## config.mk

```make
export PLATFORM = sky130hd
export DESIGN_NAME = fieldbus_status_led_driver
export DESIGN_NICKNAME = d
export VERILOG_FILES = /design/src/rtl/status_led_pkg.sv /design/src/rtl/fieldbus_status_led_driver.sv
export VERILOG_INCLUDE_DIRS = /design/src /design/src/rtl
export SDC_FILE = /design/constraint.sdc
export NUM_CORES = 1
export LEC_CHECK = 0
export ABC_AREA = 1
export BUFFER_PORTS_ARGS = -buffer_cell sky130_fd_sc_hd__buf_2
export CORE_MARGIN = 10
export CORE_UTILIZATION = 40
export DETAILED_ROUTE_END_ITERATION = 12
export GPL_TIMING_DRIVEN = 0
export PLACE_DENSITY_LB_ADDON = 0.25
export SKIP_LAST_GASP = 1
export SLEW_MARGIN = 30
export SYNTH_ARGS = -nofsm -noshare
export SYNTH_HDL_FRONTEND = slang
export SYNTH_SLANG_ARGS = --single-unit
```

## constraint.sdc

```tcl
create_clock -name pclk -period 2.1 [get_ports pclk]
set_clock_uncertainty 0.15 [all_clocks]
set_input_delay 0.105 -clock pclk [delete_from_list [all_inputs] [get_ports pclk]]
set_output_delay 0.105 -clock pclk [all_outputs]
set_load 0.01 [all_outputs]
```

## src/rtl/status_led_defines.svh

```systemverilog
`ifndef STATUS_LED_DEFINES_SVH
`define STATUS_LED_DEFINES_SVH
// Register byte offsets
`define LED_CTRL_OFF 12'h000
`define LED_STATE_OFF 12'h004
`define LED_ERR_OFF 12'h008
`define LED_IRQ_STAT_OFF 12'h00c
`define LED_IRQ_MASK_OFF 12'h010
`define LED_OUT_OFF 12'h014
// Control field positions
`define CTRL_RUNNING_BIT 0
`define CTRL_BOOT_BIT 1
`define CTRL_FWDL_BIT 2
`define CTRL_BOOTSTRAP_BIT 3
// Error request field positions
`define ERR_CFG_BIT 0
`define ERR_LOCAL_BIT 1
`define ERR_WDOG_BIT 2
// Reset values
`define CTRL_RESET 4'h0
`define MASK_RESET 4'h0
// Pattern timing in ticks of TICK_CYCLES clocks (1 us each at CLK_KHZ)
`define FLICKER_MS 50
`define BLINK_MS 200
`define FLASH_MS 200
`define FLASH_OFF_MS 1000
// Clock rate in kHz
`define CLK_KHZ 100000
`define TICK_CYCLES (`CLK_KHZ / 1000)
`endif

```

## src/rtl/status_led_pkg.sv

```systemverilog
`default_nettype none
package status_led_pkg;
   // Application-layer slave state codes
   typedef enum logic [3:0] {
      al_init_type_v = 4'h1,
      al_preop_type_v = 4'h2,
      al_boot_type_v = 4'h3,
      al_safeop_type_v = 4'h4,
      al_op_type_v = 4'h8
   } al_state_type;
   // Error pattern selection, one-hot
   typedef enum logic [3:0] {
      err_none = 4'b0001,
      err_cfg = 4'b0010,
      err_local = 4'b0100,
      err_wdog = 4'b1000
   } err_sel_type;
endpackage
`default_nettype wire

```

## src/rtl/fieldbus_status_led_driver.sv

```systemverilog
// Notes on behaviour
// - Power LED dark in reset, lit running
// - Link LED: off, on, flicker on traffic
// - Run LED dark in INIT
// - Run LED blinks in PRE-OPERATIONAL
// - Run LED single-flashes in SAFE-OPERATIONAL
// - Run LED steady in OPERATIONAL
// - Run LED flickers booting, bootstrap, download
// - Error LED dark without error
// - Error LED blinks on invalid configuration
// - Error LED single-flashes on local error
// - Health LED dark when unpowered
// - Health LED blinks green when normal
// - Health LED blinks orange when abnormal
// - Bad or mismatched module means abnormal
`include "status_led_defines.svh"
`default_nettype none
module fieldbus_status_led_driver #(
   parameter int PORTS = 2,
   parameter int MODULES = 4,
   parameter int TICK_CYC = `TICK_CYCLES,
   parameter int FLICKER_TICKS = `FLICKER_MS,
   parameter int BLINK_TICKS = `BLINK_MS,
   parameter int FLASH_TICKS = `FLASH_MS,
   parameter int FLASH_OFF_TICKS = `FLASH_OFF_MS
) (
   // Clock and reset
   input wire logic pclk,
   input wire logic presetn,
   // APB slave
   input wire logic psel,
   input wire logic penable,
   input wire logic pwrite,
   input wire logic [11:0] paddr,
   input wire logic [31:0] pwdata,
   output logic [31:0] prdata,
   output logic pready,
   output logic pslverr,
   // Network ports
   input wire logic [PORTS-1:0] port_link,
   input wire logic [PORTS-1:0] port_traffic,
   // I/O module health
   input wire logic [MODULES-1:0] module_fault,
   input wire logic [MODULES-1:0] module_mismatch,
   // Interrupt
   output logic irq,
   // LEDs
   output logic power_led,
   output logic [PORTS-1:0] link_led,
   output logic run_led,
   output logic err_led,
   output logic system_health_indicator_green,
   output logic system_health_indicator_orange
);
   // Software registers
   logic [3:0] ctrl_ff;
   logic [3:0] al_state_ff;
   logic [2:0] err_req_ff;
   logic [3:0] irq_stat_ff;
   logic [3:0] irq_mask_ff;
   // Pattern timing
   logic [15:0] tick_cnt_ff;
   logic tick;
   logic [15:0] flk_cnt_ff;
   logic flicker_ph_ff;
   logic [15:0] blk_cnt_ff;
   logic blink_ph_ff;
   logic [15:0] fl_cnt_ff;
   logic [1:0] fl_step_ff;
   logic single_ph_ff;
   logic double_ph_ff;
   // Error selection
   status_led_pkg::err_sel_type err_sel_ff;
   status_led_pkg::err_sel_type nxt_err_sel;
   logic [2:0] err_req_d_ff;
   logic [2:0] err_rise;
   // Health and link edge detection
   logic abnormal;
   logic abnormal_d_ff;
   logic [PORTS-1:0] link_d_ff;
   logic running;
   // Bus strobes
   logic wr_en;
   logic rd_en;
   logic addr_ok;
   logic [3:0] irq_event;

   // APB decode, zero wait states
   assign wr_en = psel && penable && pwrite;
   assign rd_en = psel && penable && !pwrite;
   assign pready = 1'b1;
   assign addr_ok = (paddr == `LED_CTRL_OFF) || (paddr == `LED_STATE_OFF) ||
      (paddr == `LED_ERR_OFF) || (paddr == `LED_IRQ_STAT_OFF) ||
      (paddr == `LED_IRQ_MASK_OFF) || (paddr == `LED_OUT_OFF);
   assign pslverr = psel && penable && !addr_ok;
   assign running = ctrl_ff[`CTRL_RUNNING_BIT];

   // Control register write
   always_ff @(posedge pclk or negedge presetn) begin
      if (!presetn) begin
         ctrl_ff <= `CTRL_RESET;
      end else if (wr_en && paddr == `LED_CTRL_OFF) begin
         ctrl_ff <= pwdata[3:0];
      end
   end

   // Application-layer state write
   always_ff @(posedge pclk or negedge presetn) begin
      if (!presetn) begin
         al_state_ff <= status_led_pkg::al_init_type_v;
      end else if (wr_en && paddr == `LED_STATE_OFF) begin
         al_state_ff <= pwdata[3:0];
      end
   end

   // Error request write
   always_ff @(posedge pclk or negedge presetn) begin
      if (!presetn) begin
         err_req_ff <= 3'h0;
      end else if (wr_en && paddr == `LED_ERR_OFF) begin
         err_req_ff <= pwdata[2:0];
      end
   end

   // Interrupt mask write
   always_ff @(posedge pclk or negedge presetn) begin
      if (!presetn) begin
         irq_mask_ff <= `MASK_RESET;
      end else if (wr_en && paddr == `LED_IRQ_MASK_OFF) begin
         irq_mask_ff <= pwdata[3:0];
      end
   end

   // Events: link up, abnormal entry, watchdog rise, config error rise
   assign irq_event = {err_rise[`ERR_CFG_BIT], err_rise[`ERR_WDOG_BIT],
      abnormal && !abnormal_d_ff, |(port_link & ~link_d_ff)};

   // Sticky status, read clears, new event wins
   always_ff @(posedge pclk or negedge presetn) begin
      if (!presetn) begin
         irq_stat_ff <= 4'h0;
      end else if (rd_en && paddr == `LED_IRQ_STAT_OFF) begin
         irq_stat_ff <= irq_event;
      end else begin
         irq_stat_ff <= irq_stat_ff | irq_event;
      end
   end

   // Interrupt level output
   assign irq = |(irq_stat_ff & irq_mask_ff);

   // Read data mux, registered view of state
   always_comb begin
      prdata = 32'h0;
      unique case (paddr)
         `LED_CTRL_OFF: prdata = {28'h0, ctrl_ff};
         `LED_STATE_OFF: prdata = {28'h0, al_state_ff};
         `LED_ERR_OFF: prdata = {29'h0, err_req_ff};
         `LED_IRQ_STAT_OFF: prdata = {28'h0, irq_stat_ff};
         `LED_IRQ_MASK_OFF: prdata = {28'h0, irq_mask_ff};
         `LED_OUT_OFF: prdata = {24'h0, system_health_indicator_orange,
            system_health_indicator_green, err_led, run_led,
            {(4-PORTS){1'b0}}, link_led};
         default: prdata = 32'h0;
      endcase
   end

   always_ff @(posedge pclk or negedge presetn) begin
      if (!presetn) begin
         tick_cnt_ff <= 16'h0;
      end else if (tick_cnt_ff == 16'(TICK_CYC - 1)) begin
         tick_cnt_ff <= 16'h0;
      end else begin
         tick_cnt_ff <= tick_cnt_ff + 16'h1;
      end
   end
   assign tick = (tick_cnt_ff == 16'(TICK_CYC - 1));

   always_ff @(posedge pclk or negedge presetn) begin
      if (!presetn) begin
         flk_cnt_ff <= 16'h0;
         flicker_ph_ff <= 1'b0;
      end else if (tick) begin
         if (flk_cnt_ff == 16'(FLICKER_TICKS - 1)) begin
            flk_cnt_ff <= 16'h0;
            flicker_ph_ff <= !flicker_ph_ff;
         end else begin
            flk_cnt_ff <= flk_cnt_ff + 16'h1;
         end
      end
   end

   always_ff @(posedge pclk or negedge presetn) begin
      if (!presetn) begin
         blk_cnt_ff <= 16'h0;
         blink_ph_ff <= 1'b0;
      end else if (tick) begin
         if (blk_cnt_ff == 16'(BLINK_TICKS - 1)) begin
            blk_cnt_ff <= 16'h0;
            blink_ph_ff <= !blink_ph_ff;
         end else begin
            blk_cnt_ff <= blk_cnt_ff + 16'h1;
         end
      end
   end

   // Flash sequencer: on, off, on, long off
   always_ff @(posedge pclk or negedge presetn) begin
      if (!presetn) begin
         fl_cnt_ff <= 16'h0;
         fl_step_ff <= 2'h0;
      end else if (tick) begin
         if ((fl_step_ff != 2'h3 && fl_cnt_ff == 16'(FLASH_TICKS - 1)) ||
            (fl_step_ff == 2'h3 && fl_cnt_ff == 16'(FLASH_OFF_TICKS - 1)))
            begin
            fl_cnt_ff <= 16'h0;
            fl_step_ff <= fl_step_ff + 2'h1;
         end else begin
            fl_cnt_ff <= fl_cnt_ff + 16'h1;
         end
      end
   end

   // Flash outputs from the step
   always_ff @(posedge pclk or negedge presetn) begin
      if (!presetn) begin
         single_ph_ff <= 1'b0;
         double_ph_ff <= 1'b0;
      end else begin
         single_ph_ff <= (fl_step_ff == 2'h0);
         double_ph_ff <= (fl_step_ff == 2'h0) || (fl_step_ff == 2'h2);
      end
   end

   // Module fault or mismatch is abnormal
   assign abnormal = |module_fault || |module_mismatch;

   // Edge history
   always_ff @(posedge pclk or negedge presetn) begin
      if (!presetn) begin
         abnormal_d_ff <= 1'b0;
         link_d_ff <= '0;
         err_req_d_ff <= 3'h0;
      end else begin
         abnormal_d_ff <= abnormal;
         link_d_ff <= port_link;
         err_req_d_ff <= err_req_ff;
      end
   end
   assign err_rise = err_req_ff & ~err_req_d_ff;

   // Newest error wins, fall back when it clears
   always_comb begin
      nxt_err_sel = err_sel_ff;
      if (err_rise[`ERR_WDOG_BIT]) begin
         nxt_err_sel = status_led_pkg::err_wdog;
      end else if (err_rise[`ERR_LOCAL_BIT]) begin
         nxt_err_sel = status_led_pkg::err_local;
      end else if (err_rise[`ERR_CFG_BIT]) begin
         nxt_err_sel = status_led_pkg::err_cfg;
      end else begin
         unique case (err_sel_ff)
            status_led_pkg::err_none: nxt_err_sel = status_led_pkg::err_none;
            status_led_pkg::err_cfg:
               if (!err_req_ff[`ERR_CFG_BIT]) nxt_err_sel = status_led_pkg::err_none;
            status_led_pkg::err_local:
               if (!err_req_ff[`ERR_LOCAL_BIT]) nxt_err_sel = status_led_pkg::err_none;
            status_led_pkg::err_wdog:
               if (!err_req_ff[`ERR_WDOG_BIT]) nxt_err_sel = status_led_pkg::err_none;
         endcase
         // Another still-active condition takes over
         if (nxt_err_sel == status_led_pkg::err_none) begin
            if (err_req_ff[`ERR_WDOG_BIT])
               nxt_err_sel = status_led_pkg::err_wdog;
            else if (err_req_ff[`ERR_LOCAL_BIT])
               nxt_err_sel = status_led_pkg::err_local;
            else if (err_req_ff[`ERR_CFG_BIT])
               nxt_err_sel = status_led_pkg::err_cfg;
         end
      end
   end

   // Error selection register
   always_ff @(posedge pclk or negedge presetn) begin
      if (!presetn) begin
         err_sel_ff <= status_led_pkg::err_none;
      end else begin
         err_sel_ff <= nxt_err_sel;
      end
   end

   // Power LED
   always_ff @(posedge pclk or negedge presetn) begin
      if (!presetn) begin
         power_led <= 1'b0;
      end else begin
         power_led <= running;
      end
   end

   // Link LEDs, one per port
   genvar gi;
   generate
      for (gi = 0; gi < PORTS; gi++) begin : g_link
         always_ff @(posedge pclk or negedge presetn) begin
            if (!presetn) begin
               link_led[gi] <= 1'b0;
            end else begin
               link_led[gi] <= port_link[gi] &&
                  (!port_traffic[gi] || flicker_ph_ff);
            end
         end
      end
   endgenerate

   // Run LED
   always_ff @(posedge pclk or negedge presetn) begin
      if (!presetn) begin
         run_led <= 1'b0;
      end else if (ctrl_ff[`CTRL_BOOT_BIT] || ctrl_ff[`CTRL_FWDL_BIT] ||
         ctrl_ff[`CTRL_BOOTSTRAP_BIT] ||
         al_state_ff == status_led_pkg::al_boot_type_v) begin
         run_led <= flicker_ph_ff;
      end else begin
         unique case (al_state_ff)
            status_led_pkg::al_preop_type_v: run_led <= blink_ph_ff;
            status_led_pkg::al_safeop_type_v: run_led <= single_ph_ff;
            status_led_pkg::al_op_type_v: run_led <= 1'b1;
            default: run_led <= 1'b0;
         endcase
      end
   end

   // Error LED
   always_ff @(posedge pclk or negedge presetn) begin
      if (!presetn) begin
         err_led <= 1'b0;
      end else begin
         unique case (err_sel_ff)
            status_led_pkg::err_none: err_led <= 1'b0;
            status_led_pkg::err_cfg: err_led <= blink_ph_ff;
            status_led_pkg::err_local: err_led <= single_ph_ff;
            status_led_pkg::err_wdog: err_led <= double_ph_ff;
         endcase
      end
   end

   // Health indicator
   always_ff @(posedge pclk or negedge presetn) begin
      if (!presetn) begin
         system_health_indicator_green <= 1'b0;
         system_health_indicator_orange <= 1'b0;
      end else begin
         system_health_indicator_green <= running && !abnormal && blink_ph_ff;
         system_health_indicator_orange <= running && abnormal && blink_ph_ff;
      end
   end
endmodule // fieldbus_status_led_driver
`default_nettype wire

```

* Word-level counts from Yosys, hierarchy flattened *
Cells that the tools add are included.

cells by class
  $add $sub $neg = 5
  equal/unequal tests = 22
  muxes and demuxes = 23
  bitwise logic cells = 6
  reduce and logical (&&, ||, !) cells = 48

operator list
  operator                 number
  $add A16 B1 Y16 const B  4
  $mux W16                 4
  $mux W4                  14
  $pmux W8 S6              1
  $eq A16 B8 Y1 const B    2
  $eq A12 B4 Y1 const B    2
  $eq A12 B5 Y1 const B    2
  $logic_and A1 B1 Y1      18
  $eq A16 B10 Y1 const B   1
  $eq A16 B6 Y1 const B    1
  $eq A16 B7 Y1 const B    1
  $pmux W4 S4              1
  $logic_or A1 B1 Y1       13
  $eq A12 B3 Y1 const B    1
  $eq A4 B2 Y1 const B     3
  $logic_not A12 Y1        1
  $reduce_or A4 Y1         3
  $eq A4 B1 Y1 const B     2
  $eq A4 B3 Y1 const B     2
  $eq A4 B4 Y1 const B     2
  $logic_not A1 Y1         8
  $reduce_and A2 Y1        3
  $and A4 B4 Y4            1
  $eq A2 B2 Y1 const B     2
  other kinds (12)         12

word-level totals
  register bits = 106
  input bits = 61
  output and inout bits = 42
  word-level logic and storage cells = 129

* Longest topological paths before layout *
Gate-level depths: netlist of run 1.

  depth after elaboration = 12
  depth in mapped cells = 10
  gate-level depth less buffers = 9

* Worst setup path after synthesis of run 1 *
OpenSTA, ideal clock, no wires.

  path kind = reg-to-reg
  start point = register blk_cnt_ff[0]
  end point = register blink_ph_ff
  library setup time = 123 ps
  data arrival time = 1297 ps
  required time = 1827 ps
  slack = 529 ps
  cell stages (with the launch flop) = 8
  buffers on the path = 0
  clock period less this slack = 1571 ps
  cell sequence = dfrtp_1 ha_1 inv_1 nor2_1 nand3b_1 nand3b_1 o21ai_0 nand2_1

between the ends
  word-level cells in the longest chain between the ends = 2

ends and longest elaborated chain
  element                      RTL line                           text
  start: declaration           fieldbus_status_led_driver.sv:66   logic [15:0] blk_cnt_ff;
  start signal: assignment     fieldbus_status_led_driver.sv:202  blk_cnt_ff <= blk_cnt_ff + 16'h1;
  $eq A16 B8 Y1                fieldbus_status_led_driver.sv:198  if (blk_cnt_ff == 16'(BLINK_TICKS - 1)) begin
  $reduce_and A2 Y1 (no line)  n/a
  end signal: assignment       fieldbus_status_led_driver.sv:200  blink_ph_ff <= !blink_ph_ff;
  end: declaration             fieldbus_status_led_driver.sv:67   logic blink_ph_ff;

No other way between the ends.
A chain may end at the register's enable or synchronous reset.

* Worst setup path in the final report of run 1 *
  start point = input port paddr[4]
  end point = output port prdata[2]

between the ends
  word-level cells in the longest chain between the ends = 2
  elaborated cells on any way between the ends = 7
  those cells by class = eq/ne (5); mux (1); reduce/logical (1)

ends and longest elaborated chain
  element                                RTL line                           text
  start: declaration                     fieldbus_status_led_driver.sv:34   input wire logic [11:0] paddr,
  $eq A12 B5 Y1 (tied with other cells)  fieldbus_status_led_driver.sv:155  unique case (paddr)
  $pmux W8 S6 *                          fieldbus_status_led_driver.sv:155
  end: declaration                       fieldbus_status_led_driver.sv:36   output logic [31:0] prdata,

Every way passes the cells marked *; elsewhere a longest branch is shown, timed or not.

==> results.cfg, run 1 <==
[place]
dpl.cell_count = 1139
portBuffers = 49
dp_hpwl_um = 11700
place.gp.congestion = 0.887

[floorplan]
coreArea_um2 = 15300
io-pin-count = 103
start_util_pct = 41.2
die_h_um = 146
std_cell_rows = 45
die_w_um = 146
die-area_um2 = 21200

[logic_synthesis]
synthTopCellsByCount = 183 x nand2_1, 113 x inv_1, 104 x dfrtp_1, 91 x nor2_1, 85 x nand3_1
ys_seq_area_share_pct = 42.1
synth-compound-area-share_pct = 7.18
synth.avg_cell_area_um2 = 7.38
synth_simple_gate_area_share_pct = 33.8
netlist.area_leader.share_pct = 41.2
synth_edf_count = 0
ys_types = 36
ys_seq_elements = 106
yosys.area_share.adder_pct = 1.59
yosysTopAreaCell = dfrtp_1
synthFlopType = dfrtp_1
muxShareOfSynthArea_pct = 0
ys_top_cells_by_area = dfrtp_1 41%, nand2_1 11%, nand3_1 6.7%
syn_inst = 855
yosys_warnings = 0
yosys.area_share.xor_xnor_pct = 3.75
synth_top_family_by_area = simple AND/OR/NAND/NOR gates
netlist_area_um2 = 6310
async_flop_share_pct = 100
yosysMostFrequentCell = nand2_1

[power_and_ir_drop]
p_int_mw = 3.22
power_mw = 4.11
power_switching_uw = 896
clockPowerShare_pct = 45.2
peakVddDrop_v = 0.000435
swShare_pct = 21.8
power.density_nw_per_um2 = 549
p_leak_nw = 3.61
power_frac_seq_pct = 49.8
pwr-share-comb_pct = 5.0

[global_routing]
antenna_found_initial = 0
grt_usage_pct = 14.8
grt_max_degree = 67
globalRouteOverflowTotal = 0
grt_pass1_vias = 5389
grt_pass1_wl_um = 26500

[route]
drcViolationCount = 0
drt-initial-drc-count = 343
drtAntennaViolNets = 0
first_pass_iters = 5
wl_per_cell_um = 13.4
wirelength_um = 15700
via_per_inst = 4.86
via_count = 5718

[critical_path]
crit_buf_inv = 5
critPathRequiredTime_ns = 1.85
r2r_setup_slack_ns = 0.15
worstSetupEndpointType = output port
cpLargestDelayFamily = buffers and inverters
max_stage_delay_ns = 0.54
crit_fanout = 6
crit_type = primary input to output port
cp.arrival_ns = 1.74
worstPathCellList = dlygate4sd3_1, buf_2, inv_2, nand3_2, nor2_4, nand2_2, nor2_4, nand2_1, o21ai_1, inv_1, nand2_1, buf_2
crit_path_start_kind = primary input
critPathSlowestCell = dlygate4sd3_1

[cells_and_area]
fin_util_pct = 48.9
seq_area_um2 = 2660
multi_input_area_um2 = 3030
area_delta_synth_final_pct = 18.6
stdcell_count = 1176
drive_gt1_share_pct = 14.6
nets = 1029
n_antenna_cell = 0
nFillCells = 1551

[clock_tree]
cts_buffers = 9
clkSinkCount = 106
cts_tree = done
h-tree-depth = 3
clock_path_buffers = 2
cts_root_buf = clkbuf_16
clkTransAtPathRegs_ns = 0.07
clock_latency_ns = 0.35

[timing]
slew_headroom_pct = 58.9
slew_viol_final = 0
min_period_over_period_pct = 94.9
rsz0062_at_grt = yes
max_freq_ghz = 0.502
setup_viol = 0
finalHoldViolCount = 0
tightest_slew_ns = 0.616
finalCriticalPeriod_ns = 1.99

[outcome]
outcome = finished clean

[worst_hold_path]
hp-class = primary input to register

[run]
cap_violations = 0
[final cells by class]
class,instances,area share [%]
buffer,38,3.49
sequential,106,35.5
timing repair buffer,71,6.37
tap,211,3.53
clock inverter,6,1.19
clock buffer,10,3.19
inverter,124,6.22
multi-input combinational,610,40.5
[worst reg2reg max path, delay by kind of cell (launching register included)]
kind            cells  cell delay (ns)
compound gates      1             0.26
fa+ha+maj           1             0.29
flops               1             0.42
simple gates        4             0.61
buf+inv             1             0.11
[cells in the final DEF (no fill, tap or decap), drive strengths merged, types with 3 or more instances in the layout]
cell type	n
inv	125
dfrtp	104
xor2	26
nor2	98
ha	8
o21ai	70
a31oi	3
o21bai	4
dlygate4sd3	19
nand3	86
nand3b	6
a21oi	5
nor3	40
buf	86
conb	25
clkbuf	14
nand2	185
nand4	43
[power by group through the flow]
stage	Sequential [mW]	Clock [mW]	Combinational, mW
4_1_cts	2.05	1.91	0.195
5_1_grt	2.05	1.99	0.231
2_1_floorplan	2.09	0	0.0799
3_3_place_gp	2.09	0	0.169
6_report	2.05	1.86	0.208
3_5_place_dp	2.09	0	0.175
[per-layer routing]
| layer | global-route usage (%) | vias up | share of wire [%] |
|---|---|---|---|
| met5 | 0 | - | 0 |
| met4 | 4.85 | 0 | 1.8 |
| met3 | 3.51 | 21 | 4.2 |
| met2 | 23.7 | 110 | 46 |
| met1 | 19.1 | 2636 | 48 |
| li1 | - | 2951 | - |
[logic make-up after synthesis]
logic type                 count (synthesis)
and+or+nand+nor                          464
buffers and inverters                    162
DFF                                      106
AOI/OAI and AO/OA                         86
xor gates and xnor gates                  27
adders and majority gates                  8
other                                      2
[through the flow]
step	hold slack (ns)	area (um^2)	setup TNS [ns]	worst slack, ns
after floorplan	-0.341	6400	0	0.529
after global placement	0.0849	6910	-50.01	-0.487
after detailed placement	0.00232	6930	0	0.140
after CTS	0.00118	7400	0	0.0577
after global routing	0.0303	7480	-0.00736	-0.00634
final	0.00969	7480	0	0.106
[repair_timing]
| action | in CTS | in global routing |
|---|---|---|
| endpoints found under the setup margin | 0 | 7 |
| hold endpoints to repair | 90 | 2 |
| hold buffers | 14 | 6 |
| buffers inserted | 0 | 2 |
| gates resized for setup | 0 | 11 |
[registers in the layout, indices dropped and copies added (netlist names), 2 cells and up]
name / count
al_state_ff: 4
fl_cnt_ff: 16
tick_cnt_ff: 16
flk_cnt_ff: 16
irq_mask_ff: 4
ctrl_ff: 4
err_req_d_ff: 3
fl_step_ff: 2
err_req_ff: 3
err_sel_ff: 4
irq_stat_ff: 4
blk_cnt_ff: 16
link_led: 2
link_d_ff: 2
[final timing paths]
| check | cells past startpoint | to | startpoint |
|---|---|---|---|
| min in group asynchronous | 2 | err_sel_ff[3] | presetn |
| hold / removal | 4 | irq_stat_ff[1] | penable |
| max in group asynchronous | 3 | flk_cnt_ff[4] | presetn |
| setup reg to reg | 7 | blink_ph_ff | blk_cnt_ff[0] |
| setup / recovery | 12 | prdata[2] | paddr[4] |
| hold reg to reg | 0 | power_led | ctrl_ff[0] |
No activity file was read; power rests on OpenSTA's default activity.
==> run 2, diff against run 1 <==
==> constraint.sdc (replaced) <==
create_clock -name pclk -period 1.85 [get_ports pclk]
set_clock_uncertainty 0.15 [all_clocks]
set_input_delay 0.0925 -clock pclk [delete_from_list [all_inputs] [get_ports pclk]]
set_output_delay 0.0925 -clock pclk [all_outputs]
set_load 0.01 [all_outputs]
==> results.cfg, run 2 (synthesized netlist as in run 1, its figures left out) <==
[clock_tree]
clkTransAtPathRegs_ns = 0.07
cts_root_buf = clkbuf_16
cts_tree = done
h-tree-depth = 3
clock_path_buffers = 2
clkSinkCount = 106
cts_buffers = 9
clock_latency_ns = 0.36

[route]
wl_per_cell_um = 13.4
wirelength_um = 15900
first_pass_iters = 5
via_count = 5775
via_per_inst = 4.89
drt-initial-drc-count = 320
drtAntennaViolNets = 0
drcViolationCount = 0

[cells_and_area]
stdcell_area_um2 = 7560
layout_common_cells = 183 x nand2_1, 112 x inv_1, 104 x dfrtp_1
drive_gt1_share_pct = 15.3
fin_util_pct = 49.4
nets = 1035
layout_commonest_cell = nand2_1
area_delta_synth_final_pct = 19.8
nFillCells = 1540
n_antenna_cell = 0

[timing]
finalCriticalPeriod_ns = 1.76
slew_viol_final = 0
max_freq_ghz = 0.568
slew_headroom_pct = 59.0
setup_viol = 0
min_period_over_period_pct = 95.2
setup-tns-final_ns = 0
finalHoldViolCount = 0
rsz0062_at_grt = yes
tightest_slew_ns = 0.614

[global_routing]
globalRouteOverflowTotal = 0
grt_pass1_vias = 5484
grt_pass1_wl_um = 27100
grt_max_degree = 67
antenna_found_initial = 0
grt_usage_pct = 15.1

[place]
placed_cell_area_um2 = 6930
portBuffers = 49
dp_hpwl_um = 11700
place.gp.congestion = 0.887

[power_and_ir_drop]
peakVddDrop_v = 0.000496
power.density_nw_per_um2 = 618
p_leak_nw = 3.63
power_mw = 4.67

[floorplan]
io-pin-count = 103
die_w_um = 146
die_h_um = 146
die-area_um2 = 21200
coreArea_um2 = 15300
start_util_pct = 41.2
std_cell_rows = 45

[run]
cap_violations = 0

[critical_path]
critPathRequiredTime_ns = 1.94
r2r_setup_slack_ns = 0.13
crit_path_start_kind = primary input
crit_type = primary input to register
rr_endpoint = fl_cnt_ff[1]
crit_path_start = module_mismatch[2]
r2r-start = tick_cnt_ff[0]
crit_fanout = 3
ff2ff_path_depth = 9
cp.arrival_ns = 1.85
worstSetupEndpointType = register

[worst_hold_path]
hp-class = primary input to register
hold_path.startpoint = paddr[3]
worstHoldEndpoint = err_req_ff[0]
hold_depth = 5

[outcome]
outcome = finished clean
run 2: cell count changes in the layout (fill, tap and decap cells not counted), sizes merged:
cell,delta
dlygate4sd3,+3
buf,+3
run 2: power by group:
group          leakage (nW)  switching (mW)  internal (mW)
Sequential             1.38         0.00338           2.32
Clock                 0.155           0.885           1.23
Combinational          2.10           0.132          0.106
run 2: repair_timing:
item,in CTS,in global routing
hold buffers,22,2
resized for setup,4,9
pin swaps,0,2
endpoints found under the hold margin,90,2
buffers inserted,2,3
setup endpoints to repair,19,49
run 2: cell type report:
cell class                      count  area, um^2  share of cell area, %
Clock inverter                      6        88.8                   1.17
Timing Repair Buffer               77         529                   7.00
Multi-Input combinational cell    610        3050                   40.4
Tap cell                          211         264                   3.49
Inverter                          124         465                   6.15
Clock buffer                       10         239                   3.16
Sequential cell                   106        2660                   35.1
Buffer                             38         267                   3.52
run 2: routing by layer:
metal / track usage, % / vias to the layer above / share of wire (%)
li1: - / 2946 / -
met1: 19.2 / 2675 / 46
met2: 24.5 / 128 / 46
met3: 3.60 / 26 / 4.8
met4: 5.56 / 0 / 2.3
met5: 0 / - / 0
run 2: worst max path at each step:
stage	slack, ns	to	cells after the start
6_report	0.09	irq_stat_ff[1]	8
5_1_grt	-0.002	fl_step_ff[0]	7
4_1_cts	0.01	fl_cnt_ff[1]	9
3_5_place_dp	-0.11	flk_cnt_ff[10]	6
3_3_place_gp	-0.72	blk_cnt_ff[9]	1
2_1_floorplan	0.28	blink_ph_ff	7
run 2: worst max-delay path, cell delays in order:
cell,delay [ns]
dlygate4sd3_1,0.54
buf_2,0.13
nor2_1,0.07
dlygate4sd3_1,0.56
nand4_1,0.13
inv_1,0.10
nor2_1,0.07
o21bai_1,0.15
run 2: per-stage QoR:
stage | instances | setup slack (ns) | hold slack, ns
2_1_floorplan | 878 | 0.279 | -0.353
3_3_place_gp | 1138 | -0.725 | 0.0724
3_5_place_dp | 1139 | -0.110 | -0.0102
4_1_cts | 1179 | 0.0131 | 0.123
5_1_grt | 1182 | -0.00207 | 0.191
6_report | 1182 | 0.0879 | 0.135
==> run 3, diff against run 2 <==
--- a/config.mk
+++ b/config.mk
@@ -8,8 +8,10 @@
 export LEC_CHECK = 0
 export ABC_AREA = 1
 export BUFFER_PORTS_ARGS = -buffer_cell sky130_fd_sc_hd__buf_2
+export CELL_PAD_IN_SITES_DETAIL_PLACEMENT = 2
+export CELL_PAD_IN_SITES_GLOBAL_PLACEMENT = 2
 export CORE_MARGIN = 10
-export CORE_UTILIZATION = 40
+export CORE_UTILIZATION = 32
 export DETAILED_ROUTE_END_ITERATION = 12
 export GPL_TIMING_DRIVEN = 0
 export PLACE_DENSITY_LB_ADDON = 0.25
==> constraint.sdc (replaced) <==
create_clock -name pclk -period 1.85 [get_ports pclk]
set_clock_uncertainty 0.15 [all_clocks]
set_input_delay 0.0925 -clock pclk [delete_from_list [all_inputs] [get_ports pclk]]
set_output_delay 0.0925 -clock pclk [all_outputs]
set_load 0.05 [all_outputs]
==> results.cfg, run 3 (synthesized netlist as in run 1, its figures left out) <==
[outcome]
outcome = finished, violations left
failed_checks = negative setup slack

[global_routing]
antenna_found_initial = 1
met3_usage_pct = 2.15
grt_pass1_vias = 6890
grtUsageMet1_pct = 20.3
grt_pass1_wl_um = 36100
globalRouteOverflowTotal = 0
use_met2_pct = 30.4
grt_busiest_layer = met2
grt_usage_pct = 16.9
grt_max_degree = 63

[cells_and_area]
multi_input_area_um2 = 3120
layout_commonest_cell = nand2_1
seq_area_um2 = 2660
drive_gt1_share_pct = 16.9
nFillCells = 2331
layout_common_cells = 180 x nand2_1, 111 x inv_1, 102 x dfrtp_1
fin_util_pct = 39.7
area_delta_synth_final_pct = 22.5
stdcell_count = 1236
nets = 1034

[clock_tree]
cts_buffers = 9
clock_path_buffers = 2
clock_latency_ns = 0.36
cts_root_buf = clkbuf_16
clkSinkCount = 106
cts_tree = done
h-tree-depth = 3
clkTransAtPathRegs_ns = 0.08

[critical_path]
crit_path_start_kind = primary input
crit_type = primary input to register
crit_fanout = 2
worstPathCellList = dlygate4sd3_1, buf_2, nor2_1, dlygate4sd3_1, nand4_1, inv_2, nor2_1, o21bai_1
critPathSlowestCell = dlygate4sd3_1
crit_buf_inv = 4
critPathRequiredTime_ns = 1.95
worstSetupEndpointType = register
cp.arrival_ns = 1.97
max_stage_delay_ns = 0.58
cpLargestDelayFamily = buffers and inverters

[floorplan]
coreArea_um2 = 19500
io-pin-count = 103
die-area_um2 = 25700
start_util_pct = 32.4
die_w_um = 160
die_h_um = 160
std_cell_rows = 51

[power_and_ir_drop]
power_frac_seq_pct = 49.6
pwr-share-comb_pct = 7.4
peakVddDrop_v = 0.000410
power.density_nw_per_um2 = 607
p_leak_nw = 3.65
power_switching_mw = 1.19
swShare_pct = 25.4
p_int_mw = 3.50
clockPowerShare_pct = 43.0
power_mw = 4.69

[timing]
rsz0062_at_grt = yes
min_period_over_period_pct = 101
fin_ws_ns = -0.0259
holdWs_ns = 0.0137
setup_viol = 2
max_freq_ghz = 0.533
finalCriticalPeriod_ns = 1.88
slew_viol_final = 0
finalHoldViolCount = 0

[route]
wirelength_um = 21600
via_per_inst = 5.00
wl_per_cell_um = 17.4
drcViolationCount = 0
drt-initial-drc-count = 192
drtAntennaViolNets = 0
via_count = 6180
first_pass_iters = 4

[place]
dp_hpwl_um = 15700
portBuffers = 49
dpl.cell_count = 1193
place.gp.congestion = 0.810

[worst_hold_path]
hp-class = primary input to register

[run]
cap_violations = 0
==> run 3: cell count changes in the layout (fill, tap and decap cells not counted), sizes merged <==
cell / before / now
buf: 89 / 92
dlygate4sd3: 22 / 19
bufinv: 2 / 1
clkinvlp: 2 / 1
diode: 0 / 1
inv: 125 / 126
==> run 3: worst paths after layout <==
kind / startpoint / end / slack (ns) / cells past startpoint
max in group asynchronous: presetn / al_state_ff[0] / 0.80 / 3
worst max-delay path: module_fault[3] / irq_stat_ff[1] / -0.03 / 8
worst min register to register: ctrl_ff[0] / power_led / 0.24 / 0
min in group asynchronous: presetn / flk_cnt_ff[9] / 0.06 / 2
worst min-delay path: paddr[6] / irq_mask_ff[3] / 0.01 / 6
worst max register to register: tick_cnt_ff[10] / fl_cnt_ff[0] / 0.08 / 9
==> run 3: final cells by class <==
| type | count | area share (%) |
|---|---|---|
| diodes | 1 | 0.0324 |
| repair buffers | 77 | 7.38 |
| clock inverters | 5 | 0.809 |
| flip-flops and latches | 106 | 34.4 |
| well taps | 265 | 4.29 |
| clock buffers | 11 | 3.01 |
| inverters | 124 | 6.09 |
| multi-input cells | 610 | 40.4 |
| plain buffers | 37 | 3.64 |
==> run 3: power by group through the flow <==
stage | registers, mW | logic, mW | clock network, mW
finish | 2.32 | 0.346 | 2.02
global placement | 2.37 | 0.295 | 0
global route | 2.32 | 0.375 | 2.16
floorplan | 2.38 | 0.185 | 0
detailed placement | 2.37 | 0.308 | 0
CTS | 2.32 | 0.341 | 2.07
==> run 3: tightest hold or removal path, cell delays in order <==
cell,delay [ns]
buf_2,0.10
nor2_1,0.05
nand3_1,0.08
nor3b_2,0.06
nand3_1,0.06
nand2_1,0.05
==> run 3: through the flow <==
stage | setup TNS, ns | area [um^2] | setup slack, ns
2_1_floorplan | 0 | 6400 | 0.112
3_3_place_gp | -94.19 | 6970 | -0.890
3_5_place_dp | -2.80 | 7010 | -0.137
4_1_cts | 0 | 7550 | 0.00928
5_1_grt | -0.458 | 7730 | -0.102
6_report | -0.0280 | 7730 | -0.0259
==> run 3: timing repair <==
action	CTS	global route
buffers inserted	2	6
pin swaps	2	7
setup endpoints to repair	41	49
hold buffers	19	0
resized for setup	11	45
cloned	0	0
endpoints found under the hold margin	130	0
==> run 3: per-layer routing <==
metal | share of wire [%] | wire length [um]
met5 | 0 | 0
met4 | 1.5 | 319
met3 | 2.2 | 480
met2 | 53 | 11400
met1 | 43 | 9350
